===== config.mk =====
export PLATFORM = sky130hd
export DESIGN_NAME = two_wire_master
export DESIGN_NICKNAME = d
export VERILOG_FILES = /design/src/hdl/two_wire_pkg.sv /design/src/hdl/two_wire_sync.sv /design/src/hdl/two_wire_master.sv
export VERILOG_INCLUDE_DIRS = /design/src /design/src/hdl
export SDC_FILE = /design/constraint.sdc
export NUM_CORES = 1
export LEC_CHECK = 0
export BUFFER_PORTS_ARGS = -buffer_cell sky130_fd_sc_hd__buf_2
export CAP_MARGIN = 5
export CORE_MARGIN = 4
export CORE_UTILIZATION = 37
export DETAILED_ROUTE_END_ITERATION = 10
export SETUP_SLACK_MARGIN = 0.15
export SYNTH_ARGS = -nofsm -noshare
export SYNTH_HDL_FRONTEND = slang
export SYNTH_HIERARCHICAL = 1
export SYNTH_SLANG_ARGS = --single-unit

===== constraint.sdc =====
create_clock -name clk -period 2.9 [get_ports clk]
set_clock_uncertainty 0.15 [all_clocks]
set_input_delay 0.29 -clock clk [delete_from_list [all_inputs] [get_ports clk]]
set_output_delay 0.29 -clock clk [all_outputs]
set_load 0.01 [all_outputs]

===== src/hdl/two_wire_defines.svh =====
// Purpose: offsets, field positions, reset values and status codes of the two-wire master
// Assumes: APB byte addresses, one 32-bit word per register
// Notes:   status codes keep the low three bits zero
`ifndef TWO_WIRE_DEFINES_SVH
`define TWO_WIRE_DEFINES_SVH

// register byte offsets
`define OFS_CTRL    8'h00
`define OFS_STATUS  8'h04
`define OFS_DATA    8'h08
`define OFS_BITRATE 8'h0C

// control register bit positions
`define CB_FLAG     7
`define CB_ACKEN    6
`define CB_START    5
`define CB_STOP     4
`define CB_WCOL     3
`define CB_EN       2
`define CB_IE       0

// reset values
`define BITRATE_RST 8'h0A
`define DATA_RST    8'hFF

// status codes
`define STAT_START  8'h08
`define STAT_RSTART 8'h10
`define STAT_AW_ACK 8'h18
`define STAT_AW_NAK 8'h20
`define STAT_DT_ACK 8'h28
`define STAT_DT_NAK 8'h30
`define STAT_LOST   8'h38
`define STAT_AR_ACK 8'h40
`define STAT_AR_NAK 8'h48
`define STAT_DR_ACK 8'h50
`define STAT_DR_NAK 8'h58
`define STAT_IDLE   8'hF8

`endif


===== src/hdl/two_wire_pkg.sv =====
// Purpose: types shared by the two-wire master
// Assumes: nothing
// Notes:   sequencer states only
package two_wire_pkg;
    typedef enum logic [2:0] {
        S_IDLE   = 3'b000,
        S_START  = 3'b001,
        S_RSTART = 3'b010,
        S_BIT    = 3'b011,
        S_ACK    = 3'b100,
        S_HOLD   = 3'b101,
        S_STOP   = 3'b110
    } seq_state_t;
endpackage


===== src/hdl/two_wire_sync.sv =====
// Purpose: two-flop synchronisers for the bus lines
// Assumes: inputs are asynchronous to clk
// Notes:   first stage feeds only the second stage
`timescale 1ns/1ns
module two_wire_sync #(
    parameter int W = 2
) (
    input  wire logic         clk,    // system clock
    input  wire logic         rst_n,  // async reset, active low
    input  wire logic [W-1:0] din,    // raw pin levels
    output logic      [W-1:0] dout    // synchronised levels
);
    logic [W-1:0] meta_q;

    // one pair of flops per line, idle bus level is high
    for (genvar i = 0; i < W; i++) begin : g_sync
        always_ff @(posedge clk or negedge rst_n) begin
            if (!rst_n) begin
                meta_q[i] <= 1'b1;
                dout[i]   <= 1'b1;
            end else begin
                meta_q[i] <= din[i];
                dout[i]   <= meta_q[i];
            end
        end
    end
endmodule


===== src/hdl/two_wire_master.sv =====
// Purpose: APB-attached byte-level two-wire bus master, transmit and receive
// Assumes: open-drain pins resolved outside; sclIn/sdaIn are asynchronous
// Notes:   one bit takes four quarter periods of (bitrate+1) clocks each; at bitrate 0 or 1 the third waits longer for the synchronised clock
//
// Added by the designer: register access over APB and the register addresses.
`timescale 1ns/1ns
`include "two_wire_defines.svh"
module two_wire_master
    import two_wire_pkg::*;
(
    input  wire logic        clk,      // system clock, 10 MHz
    input  wire logic        rst_n,    // async reset, active low
    input  wire logic        psel,     // APB select
    input  wire logic        penable,  // APB access phase
    input  wire logic        pwrite,   // APB direction, 1 = write
    input  wire logic [7:0]  paddr,    // APB byte address
    input  wire logic [31:0] pwdata,   // APB write data
    output logic      [31:0] prdata,   // APB read data, registered
    output logic             pready,   // APB ready
    output logic             pslverr,  // APB error on unmapped address
    input  wire logic        sclIn,    // clock line level
    output logic             sclOut,   // clock line drive value, always 0
    output logic             sclOe,    // pull clock line low
    input  wire logic        sdaIn,    // data line level
    output logic             sdaOut,   // data line drive value, always 0
    output logic             sdaOe,    // pull data line low
    output logic             irq       // interrupt request, active high
);
    // control, data, bit rate and status register fields
    logic       flag_q;
    logic       ackEn_q;
    logic       startReq_q;
    logic       stopReq_q;
    logic       wcol_q;
    logic       enable_q;
    logic       intEn_q;
    logic [7:0] data_q;
    logic [7:0] bitRate_q;
    logic [7:0] status_q;

    // bus side
    logic [1:0] lineS;
    logic       sclS;
    logic       sdaS;
    logic       sclPrev_q;
    logic       sdaPrev_q;
    logic       busy_q;
    logic [7:0] divCnt_q;
    logic       tick;

    // sequencer
    seq_state_t state_q;
    logic [1:0] ph_q;
    logic [2:0] bitCnt_q;
    logic [7:0] shReg_q;
    logic       tx_q;
    logic       isAddr_q;
    logic       rxMode_q;
    logic       rep_q;
    logic       ackOut_q;
    logic       sclOe_q;
    logic       sdaOe_q;
    logic       setFlag_q;
    logic       stopDone_q;
    logic       rxLoad_q;

    // APB
    logic       accQ_q;
    logic       access;
    logic       wrEn;
    logic       hitCtrl;
    logic       hitStat;
    logic       hitData;
    logic       hitRate;
    logic       mapped;
    logic [7:0] rdByte;

    // pin synchronisers
    two_wire_sync #(.W(2)) u_sync (
        .clk   (clk),
        .rst_n (rst_n),
        .din   ({sclIn, sdaIn}),
        .dout  (lineS)
    );
    assign sclS = lineS[1];
    assign sdaS = lineS[0];

    // open-drain pins only ever pull low
    assign sclOut = 1'b0;
    assign sdaOut = 1'b0;
    assign sclOe  = sclOe_q;
    assign sdaOe  = sdaOe_q;
    assign irq    = flag_q & intEn_q;

    // address decode
    always_comb begin
        hitCtrl = 1'b0;
        hitStat = 1'b0;
        hitData = 1'b0;
        hitRate = 1'b0;
        if (paddr == `OFS_CTRL) begin
            hitCtrl = 1'b1;
        end else if (paddr == `OFS_STATUS) begin
            hitStat = 1'b1;
        end else if (paddr == `OFS_DATA) begin
            hitData = 1'b1;
        end else if (paddr == `OFS_BITRATE) begin
            hitRate = 1'b1;
        end
    end
    assign mapped = hitCtrl | hitStat | hitData | hitRate;

    // read mux, status low three bits read zero
    always_comb begin
        rdByte = 8'h00;
        if (hitCtrl) begin
            rdByte = {flag_q, ackEn_q, startReq_q, stopReq_q, wcol_q, enable_q, 1'b0, intEn_q};
        end else if (hitStat) begin
            rdByte = {status_q[7:3], 3'b000};
        end else if (hitData) begin
            rdByte = data_q;
        end else if (hitRate) begin
            rdByte = bitRate_q;
        end
    end

    // one wait state per access; read data captured in the first access cycle, writes in the second
    assign access  = psel & penable;
    assign pready  = accQ_q;
    assign pslverr = accQ_q & ~mapped;
    assign wrEn    = accQ_q & access & pwrite;

    always_ff @(posedge clk or negedge rst_n) begin
        if (!rst_n) begin
            accQ_q <= 1'b0;
            prdata <= 32'h0000_0000;
        end else begin
            accQ_q <= access & ~accQ_q;
            if (access & ~accQ_q & ~pwrite) begin
                prdata <= {24'h00_0000, rdByte};
            end
        end
    end

    // control register; hardware set of flag wins over software clear
    always_ff @(posedge clk or negedge rst_n) begin
        if (!rst_n) begin
            flag_q     <= 1'b0;
            ackEn_q    <= 1'b0;
            startReq_q <= 1'b0;
            stopReq_q  <= 1'b0;
            enable_q   <= 1'b0;
            intEn_q    <= 1'b0;
        end else begin
            if (wrEn & hitCtrl) begin
                ackEn_q    <= pwdata[`CB_ACKEN];
                startReq_q <= pwdata[`CB_START];
                stopReq_q  <= pwdata[`CB_STOP];
                enable_q   <= pwdata[`CB_EN];
                intEn_q    <= pwdata[`CB_IE];
                if (pwdata[`CB_FLAG]) begin
                    flag_q <= 1'b0;
                end
            end
            if (stopDone_q) begin
                stopReq_q <= 1'b0;
            end
            if (setFlag_q) begin
                flag_q <= 1'b1;
            end
        end
    end

    // write collision: set by a data write with flag low, cleared by a good one
    always_ff @(posedge clk or negedge rst_n) begin
        if (!rst_n) begin
            wcol_q <= 1'b0;
        end else if (wrEn & hitData) begin
            wcol_q <= ~flag_q;
        end
    end

    // data register: software loads only while flag set, receiver deposits bytes
    always_ff @(posedge clk or negedge rst_n) begin
        if (!rst_n) begin
            data_q <= `DATA_RST;
        end else if (rxLoad_q) begin
            data_q <= shReg_q;
        end else if (wrEn & hitData & flag_q) begin
            data_q <= pwdata[7:0];
        end
    end

    // bit rate
    always_ff @(posedge clk or negedge rst_n) begin
        if (!rst_n) begin
            bitRate_q <= `BITRATE_RST;
        end else if (wrEn & hitRate) begin
            bitRate_q <= pwdata[7:0];
        end
    end

    // quarter-bit tick generator
    always_ff @(posedge clk or negedge rst_n) begin
        if (!rst_n) begin
            divCnt_q <= 8'h00;
        end else if (tick) begin
            divCnt_q <= 8'h00;
        end else begin
            divCnt_q <= divCnt_q + 8'h01;
        end
    end
    assign tick = (divCnt_q == bitRate_q);

    // bus busy tracking from START and STOP seen on the lines
    always_ff @(posedge clk or negedge rst_n) begin
        if (!rst_n) begin
            sclPrev_q <= 1'b1;
            sdaPrev_q <= 1'b1;
            busy_q    <= 1'b0;
        end else begin
            sclPrev_q <= sclS;
            sdaPrev_q <= sdaS;
            if (sclS & sclPrev_q & sdaPrev_q & ~sdaS) begin
                busy_q <= 1'b1;
            end else if (sclS & sclPrev_q & ~sdaPrev_q & sdaS) begin
                busy_q <= 1'b0;
            end
        end
    end

    // sequencer: START, bits, ack slot, hold, STOP
    always_ff @(posedge clk or negedge rst_n) begin
        if (!rst_n) begin
            state_q    <= S_IDLE;
            ph_q       <= 2'd0;
            bitCnt_q   <= 3'd0;
            shReg_q    <= 8'h00;
            tx_q       <= 1'b0;
            isAddr_q   <= 1'b0;
            rxMode_q   <= 1'b0;
            rep_q      <= 1'b0;
            ackOut_q   <= 1'b0;
            sclOe_q    <= 1'b0;
            sdaOe_q    <= 1'b0;
            status_q   <= `STAT_IDLE;
            setFlag_q  <= 1'b0;
            stopDone_q <= 1'b0;
            rxLoad_q   <= 1'b0;
        end else begin
            setFlag_q  <= 1'b0;
            stopDone_q <= 1'b0;
            rxLoad_q   <= 1'b0;
            if (!enable_q) begin
                state_q <= S_IDLE;
                sclOe_q <= 1'b0;
                sdaOe_q <= 1'b0;
            end else begin
                case (state_q)
                S_IDLE: begin
                    sclOe_q <= 1'b0;
                    sdaOe_q <= 1'b0;
                    // wait for a free bus before START
                    if (tick & startReq_q & ~flag_q & ~setFlag_q
                        & ~busy_q & sclS & sdaS) begin
                        state_q <= S_START;
                        ph_q    <= 2'd0;
                        rep_q   <= 1'b0;
                    end
                end
                S_START: begin
                    if (tick) begin
                        ph_q <= ph_q + 2'd1;
                        if (ph_q == 2'd0) begin
                            sdaOe_q <= 1'b1;  // data falls with clock high
                        end else if (ph_q == 2'd2) begin
                            sclOe_q <= 1'b1;
                        end else if (ph_q == 2'd3) begin
                            status_q  <= rep_q ? `STAT_RSTART : `STAT_START;
                            setFlag_q <= 1'b1;
                            isAddr_q  <= 1'b1;
                            rxMode_q  <= 1'b0;
                            state_q   <= S_HOLD;
                            ph_q      <= 2'd0;
                        end
                    end
                end
                S_RSTART: begin
                    // release data, then clock, keeping ownership of the bus
                    if (tick & ~(ph_q == 2'd2 & ~sclS)) begin
                        ph_q <= ph_q + 2'd1;
                        if (ph_q == 2'd0) begin
                            sdaOe_q <= 1'b0;
                        end else if (ph_q == 2'd1) begin
                            sclOe_q <= 1'b0;
                        end else if (ph_q == 2'd3) begin
                            state_q <= S_START;
                            ph_q    <= 2'd0;
                            rep_q   <= 1'b1;
                        end
                    end
                end
                S_HOLD: begin
                    sclOe_q <= 1'b1;
                    sdaOe_q <= 1'b0;
                    if (ph_q == 2'd0) begin
                        ph_q <= 2'd1;  // lets the flag settle
                    end else if (!flag_q) begin
                        ph_q <= 2'd0;
                        if (stopReq_q) begin
                            state_q <= S_STOP;
                        end else if (startReq_q) begin
                            state_q <= S_RSTART;
                        end else begin
                            state_q  <= S_BIT;
                            bitCnt_q <= 3'd0;
                            tx_q     <= isAddr_q | ~rxMode_q;
                            shReg_q  <= (isAddr_q | ~rxMode_q) ? data_q : 8'h00;
                        end
                    end
                end
                S_BIT: begin
                    // ph0 set data, ph1 clock high, ph2 sample, ph3 clock low
                    if (tick & ~(ph_q == 2'd2 & ~sclS)) begin
                        ph_q <= ph_q + 2'd1;
                        if (ph_q == 2'd0) begin
                            sdaOe_q <= tx_q & ~shReg_q[7];
                        end else if (ph_q == 2'd1) begin
                            sclOe_q <= 1'b0;
                        end else if (ph_q == 2'd2) begin
                            if (tx_q & shReg_q[7] & ~sdaS) begin
                                sclOe_q   <= 1'b0;
                                sdaOe_q   <= 1'b0;
                                status_q  <= `STAT_LOST;
                                setFlag_q <= 1'b1;
                                state_q   <= S_IDLE;
                                ph_q      <= 2'd0;
                            end else begin
                                shReg_q <= {shReg_q[6:0], sdaS};
                            end
                        end else begin
                            sclOe_q  <= 1'b1;
                            bitCnt_q <= bitCnt_q + 3'd1;
                            if (bitCnt_q == 3'd7) begin
                                state_q  <= S_ACK;
                                ackOut_q <= ackEn_q;
                                if (isAddr_q) begin
                                    rxMode_q <= shReg_q[0];
                                end
                            end
                        end
                    end
                end
                S_ACK: begin
                    if (tick & ~(ph_q == 2'd2 & ~sclS)) begin
                        ph_q <= ph_q + 2'd1;
                        if (ph_q == 2'd0) begin
                            sdaOe_q <= ~tx_q & ackOut_q;
                        end else if (ph_q == 2'd1) begin
                            sclOe_q <= 1'b0;
                        end else if (ph_q == 2'd2) begin
                            if (~tx_q & ~ackOut_q & ~sdaS) begin
                                sdaOe_q   <= 1'b0;
                                status_q  <= `STAT_LOST;
                                setFlag_q <= 1'b1;
                                state_q   <= S_IDLE;
                                ph_q      <= 2'd0;
                            end else if (isAddr_q) begin
                                status_q <= rxMode_q ? (sdaS ? `STAT_AR_NAK : `STAT_AR_ACK)
                                                     : (sdaS ? `STAT_AW_NAK : `STAT_AW_ACK);
                            end else if (tx_q) begin
                                status_q <= sdaS ? `STAT_DT_NAK : `STAT_DT_ACK;
                            end else begin
                                status_q <= ackOut_q ? `STAT_DR_ACK : `STAT_DR_NAK;
                                rxLoad_q <= 1'b1;
                            end
                        end else begin
                            sclOe_q   <= 1'b1;
                            setFlag_q <= 1'b1;
                            isAddr_q  <= 1'b0;
                            state_q   <= S_HOLD;
                            ph_q      <= 2'd0;
                        end
                    end
                end
                S_STOP: begin
                    // data low, clock high, then data rises with clock high
                    if (tick & ~(ph_q == 2'd2 & ~sclS)) begin
                        ph_q <= ph_q + 2'd1;
                        if (ph_q == 2'd0) begin
                            sdaOe_q <= 1'b1;
                        end else if (ph_q == 2'd1) begin
                            sclOe_q <= 1'b0;
                        end else if (ph_q == 2'd2) begin
                            sdaOe_q <= 1'b0;
                        end else begin
                            stopDone_q <= 1'b1;
                            status_q   <= `STAT_IDLE;
                            state_q    <= S_IDLE;  // start request re-arms START
                            ph_q       <= 2'd0;
                        end
                    end
                end
                default: begin
                    state_q <= S_IDLE;
                end
                endcase
            end
        end
    end
endmodule


==> report_table.html, run 1 <==
<table>
<tr><th>Metric</th><th>Value</th></tr>
<tr><th colspan="2">Drt</th></tr>
<tr><td>Total via count after detailed routing</td><td>just over 4000</td></tr>
<tr><td>DRC marker count from the first detailed-route iteration</td><td>437</td></tr>
<tr><td>Number of search-and-repair iterations in the first detailed-routing pass</td><td>5</td></tr>
<tr><td>Vias per cell</td><td>5.47</td></tr>
<tr><td>Number of DRC violations after detailed routing</td><td>0</td></tr>
<tr><td>Routed Wire Length</td><td>13000 um</td></tr>
<tr><td>Remaining number of nets flagged by the antenna check after routing</td><td>0</td></tr>
<tr><td>Drt wl/cell</td><td>17.6 um</td></tr>
<tr><th colspan="2">Global route</th></tr>
<tr><td>Global router's overall resource usage</td><td>0.174</td></tr>
<tr><td>Fraction of met1 tracks used by global routing</td><td>0.246</td></tr>
<tr><td>First-pass GRT wire length</td><td>20700 um</td></tr>
<tr><td>Met3 usage</td><td>0.0386</td></tr>
<tr><td>Initial antenna violation count</td><td>0</td></tr>
<tr><td>Largest net degree at the start of global routing</td><td>79</td></tr>
<tr><td>Via count of the first global-routing pass</td><td>roughly 3800</td></tr>
<tr><td>Grt peak-use layer</td><td>met2</td></tr>
<tr><td>Met2 usage</td><td>0.265</td></tr>
<tr><td>Total gr overflow</td><td>0</td></tr>
<tr><th colspan="2">Floorplan</th></tr>
<tr><td>Placeable core area</td><td>13200 um^2</td></tr>
<tr><td>Row Count</td><td>42</td></tr>
<tr><td>Area of the die</td><td>~15000 um^2</td></tr>
<tr><td>Boundary pin count</td><td>86</td></tr>
<tr><td>Die extent in x</td><td>124 um</td></tr>
<tr><td>Initial core utilization</td><td>0.376</td></tr>
<tr><td>DIE HEIGHT</td><td>between 100 and 150 um</td></tr>
<tr><th colspan="2">Place</th></tr>
<tr><td>Last weighted congestion value of the routability-driven placer</td><td>0.962</td></tr>
<tr><td>Placed Instances</td><td>721</td></tr>
<tr><td>Half-perimeter wire length of the detailed placement result</td><td>9360 um</td></tr>
<tr><td># port buffers</td><td>35</td></tr>
<tr><td>Post-placement cell area</td><td>5250 um^2</td></tr>
<tr><th colspan="2">Layout</th></tr>
<tr><td>Net count reported at finish</td><td>620</td></tr>
<tr><td>Final Cell Area</td><td>roughly 5600 um^2</td></tr>
<tr><td>Final std cells w/o fill</td><td>around 740</td></tr>
<tr><td>Layout cells sized above 1</td><td>0.231</td></tr>
<tr><td>Layout Utilization</td><td>0.422</td></tr>
<tr><td>Count of inserted antenna diode cells</td><td>0</td></tr>
<tr><td>Area grow syn2layout</td><td>12.1%</td></tr>
<tr><td>Most common cell after layout, fill and taps aside</td><td>dfrtp_1</td></tr>
<tr><td>Leading cell types in the layout, fill and taps excluded</td><td>dfrtp_1, nand2_1, nor2_1, o21ai_0, buf_2</td></tr>
<tr><th colspan="2">Flow run</th></tr>
<tr><td>Max-Cap Viols</td><td>0</td></tr>
<tr><th colspan="2">Clock tree</th></tr>
<tr><td>Total clock buffers created by CTS</td><td>9</td></tr>
<tr><td>Clock latency on the worst-skew pair</td><td>330 ps</td></tr>
<tr><td>Number of clock sinks</td><td>between 70 and 80</td></tr>
<tr><td>CTS tree</td><td>done</td></tr>
<tr><td>Largest buffer count on any clock path</td><td>2</td></tr>
<tr><td>Clock slew at reported path FFs</td><td>about 70 ps</td></tr>
<tr><td>Number of levels the H-tree was split into</td><td>3</td></tr>
<tr><td>Post-CTS Setup Inserts</td><td>0</td></tr>
<tr><td>Clock tree root buffer cell</td><td>clkbuf_16</td></tr>
<tr><th colspan="2">Timing</th></tr>
<tr><td>Shortest clock period the worst path allows after layout</td><td>2550 ps</td></tr>
<tr><td>Accumulated negative setup slack</td><td>0 ps</td></tr>
<tr><td>Worst slew margin relative to its limit</td><td>0.350</td></tr>
<tr><td>Worst-margin pin slew</td><td>975 ps</td></tr>
<tr><td>Count of final setup violators</td><td>0</td></tr>
<tr><td>Setup repair after global routing missed its margin</td><td>no</td></tr>
<tr><td>Number of endpoints with negative hold slack in the final report</td><td>46</td></tr>
<tr><td>Max Fclk</td><td>0.392 GHz</td></tr>
<tr><td>Worst hold slack across all endpoints</td><td>-53.0 ps</td></tr>
<tr><td>Final cycle utilization of the critical path</td><td>0.879</td></tr>
<tr><td>Final count of pins violating max slew</td><td>0</td></tr>
<tr><th colspan="2">Logic synthesis</th></tr>
<tr><td>Area share of the leading cell type in the synthesized netlist</td><td>0.288</td></tr>
<tr><td>Largest cells by area after synthesis</td><td>dfrtp_1, dfstp_2, o21ai_0, buf_4, nand2_1</td></tr>
<tr><td>Area of the mapped netlist</td><td>4960 um^2</td></tr>
<tr><td>Yosys reg bits</td><td>78</td></tr>
<tr><td>Number of enable-type register cells in the synthesized netlist</td><td>0</td></tr>
<tr><td>Ys async rst share</td><td>1.00</td></tr>
<tr><td>Register area share after synthesis</td><td>0.399</td></tr>
<tr><td>Cell count after synthesis</td><td>roughly 520</td></tr>
<tr><td>Number of distinct library cells after synthesis</td><td>just over 70</td></tr>
<tr><td>Library cell occupying the most area in the post-synthesis netlist</td><td>dfrtp_1</td></tr>
<tr><td>Post-Synthesis Mean Instance Area</td><td>about 9.5 um^2</td></tr>
<tr><td>Count of warnings emitted by yosys</td><td>6</td></tr>
<tr><td>Ys flop type</td><td>dfrtp_1</td></tr>
<tr><th colspan="2">Worst setup path</th></tr>
<tr><td>Arr. time, crit path</td><td>roughly 2600 ps</td></tr>
<tr><td>Worst Setup Path Type</td><td>flop to flop</td></tr>
<tr><td>Startpoint class of the critical path</td><td>flop</td></tr>
<tr><td>Critical Path Max Stage Delay</td><td>approximately 440 ps</td></tr>
<tr><td>Required time of the worst setup path</td><td>2970 ps</td></tr>
<tr><td>Critical path peak fanout</td><td>13</td></tr>
<tr><td>Worst r2r dst</td><td>sclOe</td></tr>
<tr><td>Worst-path cell with the longest stage delay</td><td>dfrtp_2</td></tr>
<tr><td>Series of cell instances along the critical path</td><td>inv_1 -&gt; ha_2 -&gt; buf_4 -&gt; nor2b_1 -&gt; a2111oi_1 -&gt; nand3_1 -&gt; a32oi_1 -&gt; nand4_1 -&gt; and3_1</td></tr>
<tr><td>Cells on worst reg2reg path</td><td>9</td></tr>
<tr><td>Element type at the critical path end</td><td>flop</td></tr>
<tr><td>Worst reg2reg setup slack</td><td>350 ps</td></tr>
<tr><td>Startpoint of the worst-slack reg-to-reg timing path</td><td>ph_q[0]</td></tr>
<tr><th colspan="2">Pwr</th></tr>
<tr><td>Peak ir drop on the vdd network</td><td>around 280 uV</td></tr>
<tr><td>Static leakage power</td><td>2.47 nW</td></tr>
<tr><td>Power per unit of standard cell area</td><td>449 nW/um^2</td></tr>
<tr><th colspan="2">Status</th></tr>
<tr><td>Failing checks</td><td>hold timing</td></tr>
<tr><td>Run status</td><td>finished with violations</td></tr>
<tr><th colspan="2">Hold path</th></tr>
<tr><td>Hold/Removal Path Class</td><td>input pin to async pin</td></tr>
</table>
-- where the power goes --
| group | total [mW] | leakage (nW) | switching [mW] | internal (mW) |
|---|---|---|---|---|
| registers | 1.13 | 1.01 | 0.0230 | 1.11 |
| clock network | 1.06 | 0.137 | 0.475 | 0.586 |
| logic | 0.303 | 1.33 | 0.202 | 0.101 |
| total | 2.50 | 2.47 | 0.699 | 1.80 |
-- stage by stage --
stage               power [mW]  setup slack, ps
finish                    2.50              350
global route              2.60              205
CTS                       2.52              171
detailed placement        1.45              185
global placement          1.45              267
floorplan                 1.36              533
-- state kept, by name, indices dropped and copies added (netlist names), 2 cells and up --
signal	flops
data_q	8
u_sync/dout	2
u_sync/meta_q	2
state_q	3
divCnt_q	8
bitCnt_q	3
ph_q	2
status_q	5
bitRate_q	8
prdata	8
shReg_q	8
-- metal layers --
layer,share of wire,vias to the layer above,wire (um)
met3,0.058,24,752
met1,0.44,1987,5760
li1,-,1893,-
met5,0,-,0
met2,0.48,139,6220
met4,0.020,0,265
-- cells in the mapped netlist, types with 3 or more instances --
cell type and n:
xor2_1 12, mux4_2 5, nor4_1 3, a22oi_1 4, mux2i_1 18, clkbuf_1 20, o211ai_1 7, mux2_2 16
buf_2 4, nor2b_1 9, nand2_1 51, buf_1 4, a21oi_1 18, nand4b_1 3, nor3_1 6, a221o_1 8
nand4_1 4, mux2_4 3, inv_1 14, nand3_1 14, a41oi_1 3, dfstp_2 21, buf_4 27, dfrtp_1 57
nand2b_1 8, a31oi_1 11, and3_1 6, o22ai_1 5, and2_1 12, ha_1 15, o21ai_0 43, nor2_1 43
-- worst max path at each step --
stage | startpoint | end | cells past startpoint
5_1_grt | ph_q[0] | sclOe | 9
4_1_cts | ph_q[0] | state_q[2] | 9
3_5_place_dp | ph_q[0] | state_q[2] | 9
2_1_floorplan | ph_q[1] | status_q[3] | 10
6_report | ph_q[0] | sclOe | 9
3_3_place_gp | ph_q[0] | state_q[2] | 9
-- worst max-delay path, delay by kind of cell (launching register included) --
kind,cells,cell delay [ps]
compound gates,2,640
fa+ha+maj,1,280
buf+inv,2,330
flops,1,440
simple gates,4,590
-- layout make-up --
type                            instances  area (um^2)
Timing Repair Buffer                   55          333
Sequential cell                        78         1980
Multi-Input combinational cell        398         2700
Clock inverter                          6         45.0
Tap cell                              176          220
Inverter                               16         60.1
Fill cell                            1265         7630
Clock buffer                           10          229
-- what timing repair did --
action,4_1_cts,5_1_grt
endpoints found under the setup margin,0,19
hold buffers,2,0
hold endpoints to repair,2,0
gates resized for setup,0,6
-- cells by family (layout without fill, tap and decap cells) --
| kind of cell | Yosys count | after routing | synth area share |
|---|---|---|---|
| compound gates | 126 | 126 | 0.169 |
| flops | 78 | 78 | 0.399 |
| buf+inv | 73 | 87 | 0.0797 |
| xor+xnor | 14 | 14 | 0.0262 |
| simple gates | 174 | 174 | 0.181 |
| other cells | 1 | 26 | 0.000756 |
| fa+ha+maj | 15 | 15 | 0.0378 |
| mux | 43 | 43 | 0.107 |
Note: power is estimated with default switching activity, not from simulation.
==> run 2: changes to the inputs <==
--- a/config.mk
+++ b/config.mk
@@ -14,5 +14,4 @@
 export SETUP_SLACK_MARGIN = 0.15
 export SYNTH_ARGS = -nofsm -noshare
 export SYNTH_HDL_FRONTEND = slang
-export SYNTH_HIERARCHICAL = 1
 export SYNTH_SLANG_ARGS = --single-unit
==> report_table.html, run 2 <==
<table>
<tr><th>Metric</th><th>Value</th></tr>
<tr><th colspan="2">Place</th></tr>
<tr><td>Half-perimeter wire length of the detailed placement result</td><td>9620 um (+2.7%)</td></tr>
<tr><td>Placed Instances</td><td>717 (-0.55%)</td></tr>
<tr><td>Last weighted congestion value of the routability-driven placer</td><td>0.950 (-1.3%)</td></tr>
<tr><td># port buffers</td><td>35 (unchanged)</td></tr>
<tr><th colspan="2">Clock tree</th></tr>
<tr><td>Total clock buffers created by CTS</td><td>9 (unchanged)</td></tr>
<tr><td>CTS tree</td><td>done</td></tr>
<tr><td>Number of levels the H-tree was split into</td><td>3 (unchanged)</td></tr>
<tr><td>Largest buffer count on any clock path</td><td>2 (unchanged)</td></tr>
<tr><td>Number of clock sinks</td><td>78 (unchanged)</td></tr>
<tr><td>Clock latency on the worst-skew pair</td><td>340 ps (about the same)</td></tr>
<tr><td>Post-CTS Setup Inserts</td><td>0 (unchanged)</td></tr>
<tr><td>Clock tree root buffer cell</td><td>clkbuf_16</td></tr>
<tr><td>Clock slew at reported path FFs</td><td>60 ps (about the same)</td></tr>
<tr><th colspan="2">Global route</th></tr>
<tr><td>Global router's overall resource usage</td><td>0.175 (+0.000392)</td></tr>
<tr><td>First-pass GRT wire length</td><td>20400 um (-1.1%)</td></tr>
<tr><td>Via count of the first global-routing pass</td><td>3831 (+1.6%)</td></tr>
<tr><td>Initial antenna violation count</td><td>0 (unchanged)</td></tr>
<tr><td>Largest net degree at the start of global routing</td><td>79 (unchanged)</td></tr>
<tr><td>Total gr overflow</td><td>0 (unchanged)</td></tr>
<tr><th colspan="2">Worst setup path</th></tr>
<tr><td>Worst r2r dst</td><td>status_q[6]</td></tr>
<tr><td>Worst-path cell with the longest stage delay</td><td>a2111o_1</td></tr>
<tr><td>Startpoint of the worst-slack reg-to-reg timing path</td><td>ph_q[1]</td></tr>
<tr><td>Required time of the worst setup path</td><td>3010 ps (+40 ps)</td></tr>
<tr><td>Series of cell instances along the critical path</td><td>inv_1 -&gt; buf_4 -&gt; ha_1 -&gt; o21ai_0 -&gt; o22ai_1 -&gt; a2111o_1 -&gt; a41oi_4 -&gt; mux2_2</td></tr>
<tr><td>Critical path peak fanout</td><td>8 (-5)</td></tr>
<tr><td>Cells on worst reg2reg path</td><td>8 (-1)</td></tr>
<tr><td>Element type at the critical path end</td><td>flop</td></tr>
<tr><td>Arr. time, crit path</td><td>2750 ps (+130 ps)</td></tr>
<tr><td>Worst Setup Path Type</td><td>flop to flop</td></tr>
<tr><td>Startpoint class of the critical path</td><td>flop</td></tr>
<tr><td>Worst reg2reg setup slack</td><td>260 ps (-90 ps)</td></tr>
<tr><td>Critical Path Max Stage Delay</td><td>500 ps (+60 ps)</td></tr>
<tr><th colspan="2">Timing</th></tr>
<tr><td>Setup repair after global routing missed its margin</td><td>yes</td></tr>
<tr><td>Worst-margin pin slew</td><td>1210 ps (+235 ps)</td></tr>
<tr><td>Max Fclk</td><td>0.378 GHz (-3.6%)</td></tr>
<tr><td>Worst hold slack across all endpoints</td><td>-34.6 ps (+18.4 ps)</td></tr>
<tr><td>Final count of pins violating max slew</td><td>0 (unchanged)</td></tr>
<tr><td>Accumulated negative setup slack</td><td>0 ps (unchanged)</td></tr>
<tr><td>Worst slew margin relative to its limit</td><td>0.182 (-0.168)</td></tr>
<tr><td>Count of final setup violators</td><td>0 (unchanged)</td></tr>
<tr><td>Final cycle utilization of the critical path</td><td>0.912 (+0.0324)</td></tr>
<tr><td>Number of endpoints with negative hold slack in the final report</td><td>32 (-30%)</td></tr>
<tr><td>Shortest clock period the worst path allows after layout</td><td>2640 ps (+93.8 ps)</td></tr>
<tr><th colspan="2">Layout</th></tr>
<tr><td>Most common cell after layout, fill and taps aside</td><td>nand2_1</td></tr>
<tr><td>Net count reported at finish</td><td>620 (unchanged)</td></tr>
<tr><td>Count of inserted antenna diode cells</td><td>0 (unchanged)</td></tr>
<tr><td>Area grow syn2layout</td><td>14.0%</td></tr>
<tr><td>Number of fill cells in the layout</td><td>1264 (-0.079%)</td></tr>
<tr><td>Layout Utilization</td><td>0.435 (+0.0128)</td></tr>
<tr><td>Final std cells w/o fill</td><td>735 (-0.54%)</td></tr>
<tr><td>Layout cells sized above 1</td><td>0.249 (+0.0178)</td></tr>
<tr><td>Leading cell types in the layout, fill and taps excluded</td><td>nand2_1, dfrtp_1, nor2_1, buf_2, o21ai_0</td></tr>
<tr><th colspan="2">Logic synthesis</th></tr>
<tr><td>Share of the synthesized netlist area taken by xor and xnor gates</td><td>0.0252 (-0.00104)</td></tr>
<tr><td>Ys flop type</td><td>dfrtp_1</td></tr>
<tr><td>Number of enable-type register cells in the synthesized netlist</td><td>0 (unchanged)</td></tr>
<tr><td>Synth top cells by count</td><td>nand2_1, dfrtp_1, nor2_1</td></tr>
<tr><td>Count of warnings emitted by yosys</td><td>0 (-6)</td></tr>
<tr><td>Most numerous cell in the Yosys netlist</td><td>nand2_1</td></tr>
<tr><td>Area share of the leading cell type in the synthesized netlist</td><td>0.293 (+0.00554)</td></tr>
<tr><td>Synth Area in Simple Gates</td><td>0.170 (-0.0109)</td></tr>
<tr><td>Yosys reg bits</td><td>78 (unchanged)</td></tr>
<tr><td>Number of distinct library cells after synthesis</td><td>69 (-2.8%)</td></tr>
<tr><td>Arithmetic-cell share of the synthesized area counting full adders, half adders and majority gates</td><td>0.0386 (+0.000729)</td></tr>
<tr><td>Post-Synthesis Mean Instance Area</td><td>9.47 um^2 (about the same)</td></tr>
<tr><td>Synth Area in Compound Gates</td><td>0.166 (-0.00393)</td></tr>
<tr><td>Cell count after synthesis</td><td>514 (-1.9%)</td></tr>
<tr><td>Library cell occupying the most area in the post-synthesis netlist</td><td>dfrtp_1</td></tr>
<tr><td>Post-synthesis mux area share</td><td>0.119 (+0.0121)</td></tr>
<tr><td>Register area share after synthesis</td><td>0.406 (+0.00769)</td></tr>
<tr><td>Area of the mapped netlist</td><td>4870 um^2 (-1.9%)</td></tr>
<tr><td>Main combinational cell family by area after synthesis</td><td>simple AND/OR/NAND/NOR gates</td></tr>
<tr><td>Largest cells by area after synthesis</td><td>dfrtp_1, dfstp_2, mux2_2, nand2_1, buf_4</td></tr>
<tr><td>Ys async rst share</td><td>1.00 (unchanged)</td></tr>
<tr><th colspan="2">Floorplan</th></tr>
<tr><td>Initial core utilization</td><td>0.381 (+0.00492)</td></tr>
<tr><td>Boundary pin count</td><td>86 (unchanged)</td></tr>
<tr><td>Die extent in x</td><td>123 um (-0.89%)</td></tr>
<tr><td>Area of the die</td><td>15100 um^2 (-1.8%)</td></tr>
<tr><td>Row Count</td><td>41 (-2.4%)</td></tr>
<tr><td>DIE HEIGHT</td><td>123 um (-0.89%)</td></tr>
<tr><td>Placeable core area</td><td>12800 um^2 (-3.2%)</td></tr>
<tr><th colspan="2">Status</th></tr>
<tr><td>Failing checks</td><td>hold timing</td></tr>
<tr><td>Run status</td><td>finished with violations</td></tr>
<tr><th colspan="2">Drt</th></tr>
<tr><td>Drt wl/cell</td><td>17.7 um (+0.39%)</td></tr>
<tr><td>Remaining number of nets flagged by the antenna check after routing</td><td>0 (unchanged)</td></tr>
<tr><td>Total via count after detailed routing</td><td>3982 (-1.5%)</td></tr>
<tr><td>Number of DRC violations after detailed routing</td><td>0 (unchanged)</td></tr>
<tr><td>Vias per cell</td><td>5.42 (-0.97%)</td></tr>
<tr><td>Routed Wire Length</td><td>13000 um (-0.15%)</td></tr>
<tr><td>DRC marker count from the first detailed-route iteration</td><td>301 (-31%)</td></tr>
<tr><td>Number of search-and-repair iterations in the first detailed-routing pass</td><td>5 (unchanged)</td></tr>
<tr><th colspan="2">Pwr</th></tr>
<tr><td>Power after layout</td><td>4.76 mW (+91%)</td></tr>
<tr><td>Peak ir drop on the vdd network</td><td>297 uV (+8.0%)</td></tr>
<tr><td>Power per unit of standard cell area</td><td>858 nW/um^2 (+91%)</td></tr>
<tr><td>Static leakage power</td><td>2.46 nW (-0.36%)</td></tr>
<tr><th colspan="2">Flow run</th></tr>
<tr><td>Max-Cap Viols</td><td>0 (unchanged)</td></tr>
<tr><th colspan="2">Hold path</th></tr>
<tr><td>Hold/Removal Path Class</td><td>input pin to async pin</td></tr>
</table>
## run 2: changes by cell type after synthesis, moves of 5 or more
cell	before	now
a221o_1	8	0
a22o_1	1	6
and2_1	12	4
mux2_2	16	28
nand2_1	51	59
nor2b_1	9	3
o211ai_1	7	1
o21ai_0	43	30
xnor2_1	1	12
xor2_1	12	2
## run 2: worst max path at each step
stage / start / to / slack [ps]
after floorplan: ph_q[0] / status_q[3] / 290
after global placement: ph_q[1] / status_q[6] / 220
after detailed placement: ph_q[1] / status_q[6] / 170
after CTS: ph_q[1] / status_q[6] / 160
after global routing: ph_q[0] / state_q[2] / 120
final: ph_q[1] / status_q[6] / 260
## run 2: stage by stage
stage	cell area, um^2	worst slack (ps)
2_1_floorplan	4960	291
4_1_cts	5520	155
5_1_grt	5550	116
6_report	5550	257
3_3_place_gp	5230	221
3_5_place_dp	5230	166
## run 2: logic make-up after synthesis
group | count (synthesis)
other | 1
multiplexers | 48
XOR/XNOR | 14
AND/OR/NAND/NOR | 172
flip-flops | 78
AO/OA/AOI/OAI | 117
buffers and inverters | 69
adder cells (fa/ha/maj) | 15
## run 2: final cells by class
class                           count  area (um^2)  share of cell area
Tap cell                          172          215              0.0388
Clock inverter                      5         33.8             0.00609
Clock buffer                       11          243              0.0437
Timing Repair Buffer               60          370              0.0667
Sequential cell                    78         1980               0.357
Multi-Input combinational cell    392         2640               0.476
Inverter                           17         63.8              0.0115
## run 2: routing by layer
| metal | vias up | GRT usage | routed length [um] |
|---|---|---|---|
| met5 | - | 0 | 0 |
| li1 | 1883 | - | - |
| met4 | 0 | 0.0658 | 182 |
| met3 | 14 | 0.0230 | 622 |
| met1 | 1935 | 0.252 | 6180 |
| met2 | 150 | 0.267 | 5990 |
## run 2: worst max-delay path, delay by kind of cell, from the launching register on
family	cells	cell delay, ps
compound gates	4	1080
flops	1	450
mux	1	370
fa+ha+maj	1	290
buf+inv	2	230
## run 2: power by group
part | switching (mW) | internal [mW] | total [mW] | leakage, nW
registers | 0.194 | 1.26 | 1.46 | 0.973
logic | 1.36 | 0.885 | 2.24 | 1.36
clock network | 0.459 | 0.604 | 1.06 | 0.132
total | 2.01 | 2.75 | 4.76 | 2.46
## run 2: repair_timing
action	CTS	global route
hold endpoints to repair	2	0
hold buffers	2	0
setup endpoints to repair	0	15
gates resized for setup	0	5
==> run 3: changes to the inputs <==
--- a/config.mk
+++ b/config.mk
@@ -11,6 +11,7 @@
 export CORE_MARGIN = 4
 export CORE_UTILIZATION = 37
 export DETAILED_ROUTE_END_ITERATION = 10
+export RECOVER_POWER = 50
 export SETUP_SLACK_MARGIN = 0.15
 export SYNTH_ARGS = -nofsm -noshare
 export SYNTH_HDL_FRONTEND = slang
==> report_table.html, run 3 (synthesized netlist as in run 2, its figures left out) <==
<table>
<tr><th>Metric</th><th>Value</th></tr>
<tr><th colspan="2">Status</th></tr>
<tr><td>Run status</td><td>finished with violations</td></tr>
<tr><td>Failing checks</td><td>capacitance limit, slew limit</td></tr>
<tr><th colspan="2">Worst setup path</th></tr>
<tr><td>Required time of the worst setup path</td><td>3010 ps (about the same)</td></tr>
<tr><td>Element type at the critical path end</td><td>flop</td></tr>
<tr><td>Startpoint of the worst-slack reg-to-reg timing path</td><td>u_sync.dout[0]</td></tr>
<tr><td>Worst setup path start</td><td>u_sync.dout[0]</td></tr>
<tr><td>Arr. time, crit path</td><td>2780 ps (+30 ps)</td></tr>
<tr><td>Critical path peak fanout</td><td>9 (+1)</td></tr>
<tr><td>Worst reg2reg setup slack</td><td>240 ps (-20 ps)</td></tr>
<tr><td>Worst Setup Path Type</td><td>flop to flop</td></tr>
<tr><td>Startpoint class of the critical path</td><td>flop</td></tr>
<tr><td>Worst r2r dst</td><td>status_q[3]</td></tr>
<tr><td>End point of the critical path</td><td>status_q[3]</td></tr>
<tr><td>Cells on worst reg2reg path</td><td>8 (unchanged)</td></tr>
<tr><th colspan="2">Clock tree</th></tr>
<tr><td>Total clock buffers created by CTS</td><td>9 (unchanged)</td></tr>
<tr><td>CTS tree</td><td>done</td></tr>
<tr><td>Clock latency on the worst-skew pair</td><td>340 ps (about the same)</td></tr>
<tr><td>Number of clock sinks</td><td>78 (unchanged)</td></tr>
<tr><td>Largest buffer count on any clock path</td><td>2 (unchanged)</td></tr>
<tr><td>Clock tree root buffer cell</td><td>clkbuf_16</td></tr>
<tr><td>Post-CTS Setup Inserts</td><td>0 (unchanged)</td></tr>
<tr><td>Number of levels the H-tree was split into</td><td>3 (unchanged)</td></tr>
<tr><td>Clock slew at reported path FFs</td><td>60 ps (about the same)</td></tr>
<tr><th colspan="2">Timing</th></tr>
<tr><td>Worst-margin pin slew</td><td>1940 ps (+726 ps)</td></tr>
<tr><td>Accumulated negative setup slack</td><td>0 ps (unchanged)</td></tr>
<tr><td>Final count of pins violating max slew</td><td>79 (+79)</td></tr>
<tr><td>Setup repair after global routing missed its margin</td><td>yes</td></tr>
<tr><td>Final cycle utilization of the critical path</td><td>0.919 (+0.00703)</td></tr>
<tr><td>Shortest clock period the worst path allows after layout</td><td>2660 ps (+20.4 ps)</td></tr>
<tr><td>Max Fclk</td><td>0.375 GHz (-0.77%)</td></tr>
<tr><td>Worst slew margin relative to its limit</td><td>-0.291 (-0.474)</td></tr>
<tr><td>Number of endpoints with negative hold slack in the final report</td><td>0 (-100%)</td></tr>
<tr><td>Count of final setup violators</td><td>0 (unchanged)</td></tr>
<tr><th colspan="2">Floorplan</th></tr>
<tr><td>Die extent in x</td><td>123 um (unchanged)</td></tr>
<tr><td>Initial core utilization</td><td>0.381 (unchanged)</td></tr>
<tr><td>Row Count</td><td>41 (unchanged)</td></tr>
<tr><td>DIE HEIGHT</td><td>123 um (unchanged)</td></tr>
<tr><td>Area of the die</td><td>15100 um^2 (unchanged)</td></tr>
<tr><td>Placeable core area</td><td>12800 um^2 (unchanged)</td></tr>
<tr><td>Boundary pin count</td><td>86 (unchanged)</td></tr>
<tr><th colspan="2">Drt</th></tr>
<tr><td>Detailed route wirelength on metal2</td><td>5920 um (-1.2%)</td></tr>
<tr><td>Total via count after detailed routing</td><td>3994 (+0.30%)</td></tr>
<tr><td>Highest Signal Layer</td><td>met4</td></tr>
<tr><td>Vias per cell</td><td>5.43 (+0.30%)</td></tr>
<tr><td>Routed Wire Length</td><td>12900 um (-0.36%)</td></tr>
<tr><td>DR WL met3</td><td>883 um (+42%)</td></tr>
<tr><td>Drt wl/cell</td><td>17.6 um (-0.36%)</td></tr>
<tr><td>DRC marker count from the first detailed-route iteration</td><td>337 (+12%)</td></tr>
<tr><td>Number of DRC violations after detailed routing</td><td>0 (unchanged)</td></tr>
<tr><td>Met1 wire length</td><td>5940 um (-3.8%)</td></tr>
<tr><td>Number of search-and-repair iterations in the first detailed-routing pass</td><td>5 (unchanged)</td></tr>
<tr><td>Remaining number of nets flagged by the antenna check after routing</td><td>0 (unchanged)</td></tr>
<tr><th colspan="2">Global route</th></tr>
<tr><td>Global router's overall resource usage</td><td>0.175 (unchanged)</td></tr>
<tr><td>Initial antenna violation count</td><td>0 (unchanged)</td></tr>
<tr><td>Via count of the first global-routing pass</td><td>3831 (unchanged)</td></tr>
<tr><td>Largest net degree at the start of global routing</td><td>79 (unchanged)</td></tr>
<tr><td>First-pass GRT wire length</td><td>20400 um (unchanged)</td></tr>
<tr><td>Total gr overflow</td><td>0 (unchanged)</td></tr>
<tr><th colspan="2">Pwr</th></tr>
<tr><td>Logic gate share of total power</td><td>0.470 (about the same)</td></tr>
<tr><td>Peak ir drop on the vdd network</td><td>304 uV (+2.2%)</td></tr>
<tr><td>Clock network fraction of design power</td><td>0.225 (+0.002)</td></tr>
<tr><td>Switching share of total power</td><td>0.422 (about the same)</td></tr>
<tr><td>NetSw</td><td>2.01 mW (-0.15%)</td></tr>
<tr><td>Internal Dissipation</td><td>2.75 mW (about the same)</td></tr>
<tr><td>Proportion of power drawn by flip-flops and latches</td><td>0.306 (about the same)</td></tr>
<tr><td>Power per unit of standard cell area</td><td>858 nW/um^2 (about the same)</td></tr>
<tr><td>Static leakage power</td><td>2.46 nW (about the same)</td></tr>
<tr><th colspan="2">Place</th></tr>
<tr><td>Placed Instances</td><td>717 (unchanged)</td></tr>
<tr><td>Last weighted congestion value of the routability-driven placer</td><td>0.950 (unchanged)</td></tr>
<tr><td>Half-perimeter wire length of the detailed placement result</td><td>9620 um (unchanged)</td></tr>
<tr><td>Post-placement cell area</td><td>5230 um^2 (unchanged)</td></tr>
<tr><td># port buffers</td><td>35 (unchanged)</td></tr>
<tr><th colspan="2">Layout</th></tr>
<tr><td>Most common cell after layout, fill and taps aside</td><td>nand2_1</td></tr>
<tr><td>Number of fill cells in the layout</td><td>1265 (+0.079%)</td></tr>
<tr><td>Layout cells sized above 1</td><td>0.245 (-0.00355)</td></tr>
<tr><td>Area grow syn2layout</td><td>14.0% (about the same)</td></tr>
<tr><td>Leading cell types in the layout, fill and taps excluded</td><td>nand2_1, dfrtp_1, nor2_1, buf_2, o21ai_0</td></tr>
<tr><td>Count of inserted antenna diode cells</td><td>0 (unchanged)</td></tr>
<tr><td>Final Cell Area</td><td>5550 um^2 (about the same)</td></tr>
<tr><td>Layout Utilization</td><td>0.434 (about the same)</td></tr>
<tr><td>Net count reported at finish</td><td>620 (unchanged)</td></tr>
<tr><td>Final std cells w/o fill</td><td>735 (unchanged)</td></tr>
<tr><th colspan="2">Hold path</th></tr>
<tr><td>Hold/Removal Path Class</td><td>input pin to flop</td></tr>
<tr><td>Beginning of the worst hold path</td><td>penable</td></tr>
<tr><th colspan="2">Flow run</th></tr>
<tr><td>Max-Cap Viols</td><td>1 (+1)</td></tr>
</table>
## run 3: what timing repair did
item	4_1_cts	5_1_grt
hold buffers	2	0
hold endpoints to repair	2	0
resized for setup	0	5
endpoints found under the setup margin	0	15
## run 3: area by class of cell
cell class	count	area [um^2]	share of cell area
clock inverters	5	33.8	0.00609
repair buffers	60	368	0.0663
flip-flops and latches	78	1980	0.357
inverters	17	63.8	0.0115
multi-input cells	392	2640	0.477
clock buffers	11	243	0.0438
well taps	172	215	0.0388
## run 3: power by group through the flow
stage	Sequential, mW	Combinational [mW]	Clock (mW)
3_5_place_dp	1.46	2.16	0
4_1_cts	1.45	2.18	1.08
2_1_floorplan	1.38	1.59	0
3_3_place_gp	1.46	2.14	0
5_1_grt	1.47	2.47	1.13
6_report	1.46	2.24	1.07
## run 3: routing by layer
| metal | vias to the layer above | GRT usage |
|---|---|---|
| met3 | 18 | 0.0230 |
| met2 | 170 | 0.267 |
| met5 | - | 0 |
| met1 | 1922 | 0.252 |
| met4 | 0 | 0.0658 |
| li1 | 1884 | - |
## run 3: stage by stage
step	worst slack, ps	hold WS [ps]	total power, mW
global placement	221	196	3.60
finish	236	38.4	4.76
detailed placement	166	201	3.63
floorplan	291	-156	2.96
CTS	155	2.46	4.71
global route	112	57.2	5.08
## run 3: critical path, stage by stage (launching register included)
cell and delay, ps:
dfstp_1 670, inv_1 180, ha_1 310, inv_1 40, a2111oi_0 600, nor2_1 90, a21oi_1 170, nand2_1 90
mux2_2 280
## run 3: worst min path at each step
stage	to	cells past startpoint
3_5_place_dp	u_sync.dout[0]	0
4_1_cts	pready	1
2_1_floorplan	ackEn_q	0
6_report	pready	3
5_1_grt	bitRate_q[1]	2
3_3_place_gp	u_sync.dout[0]	0
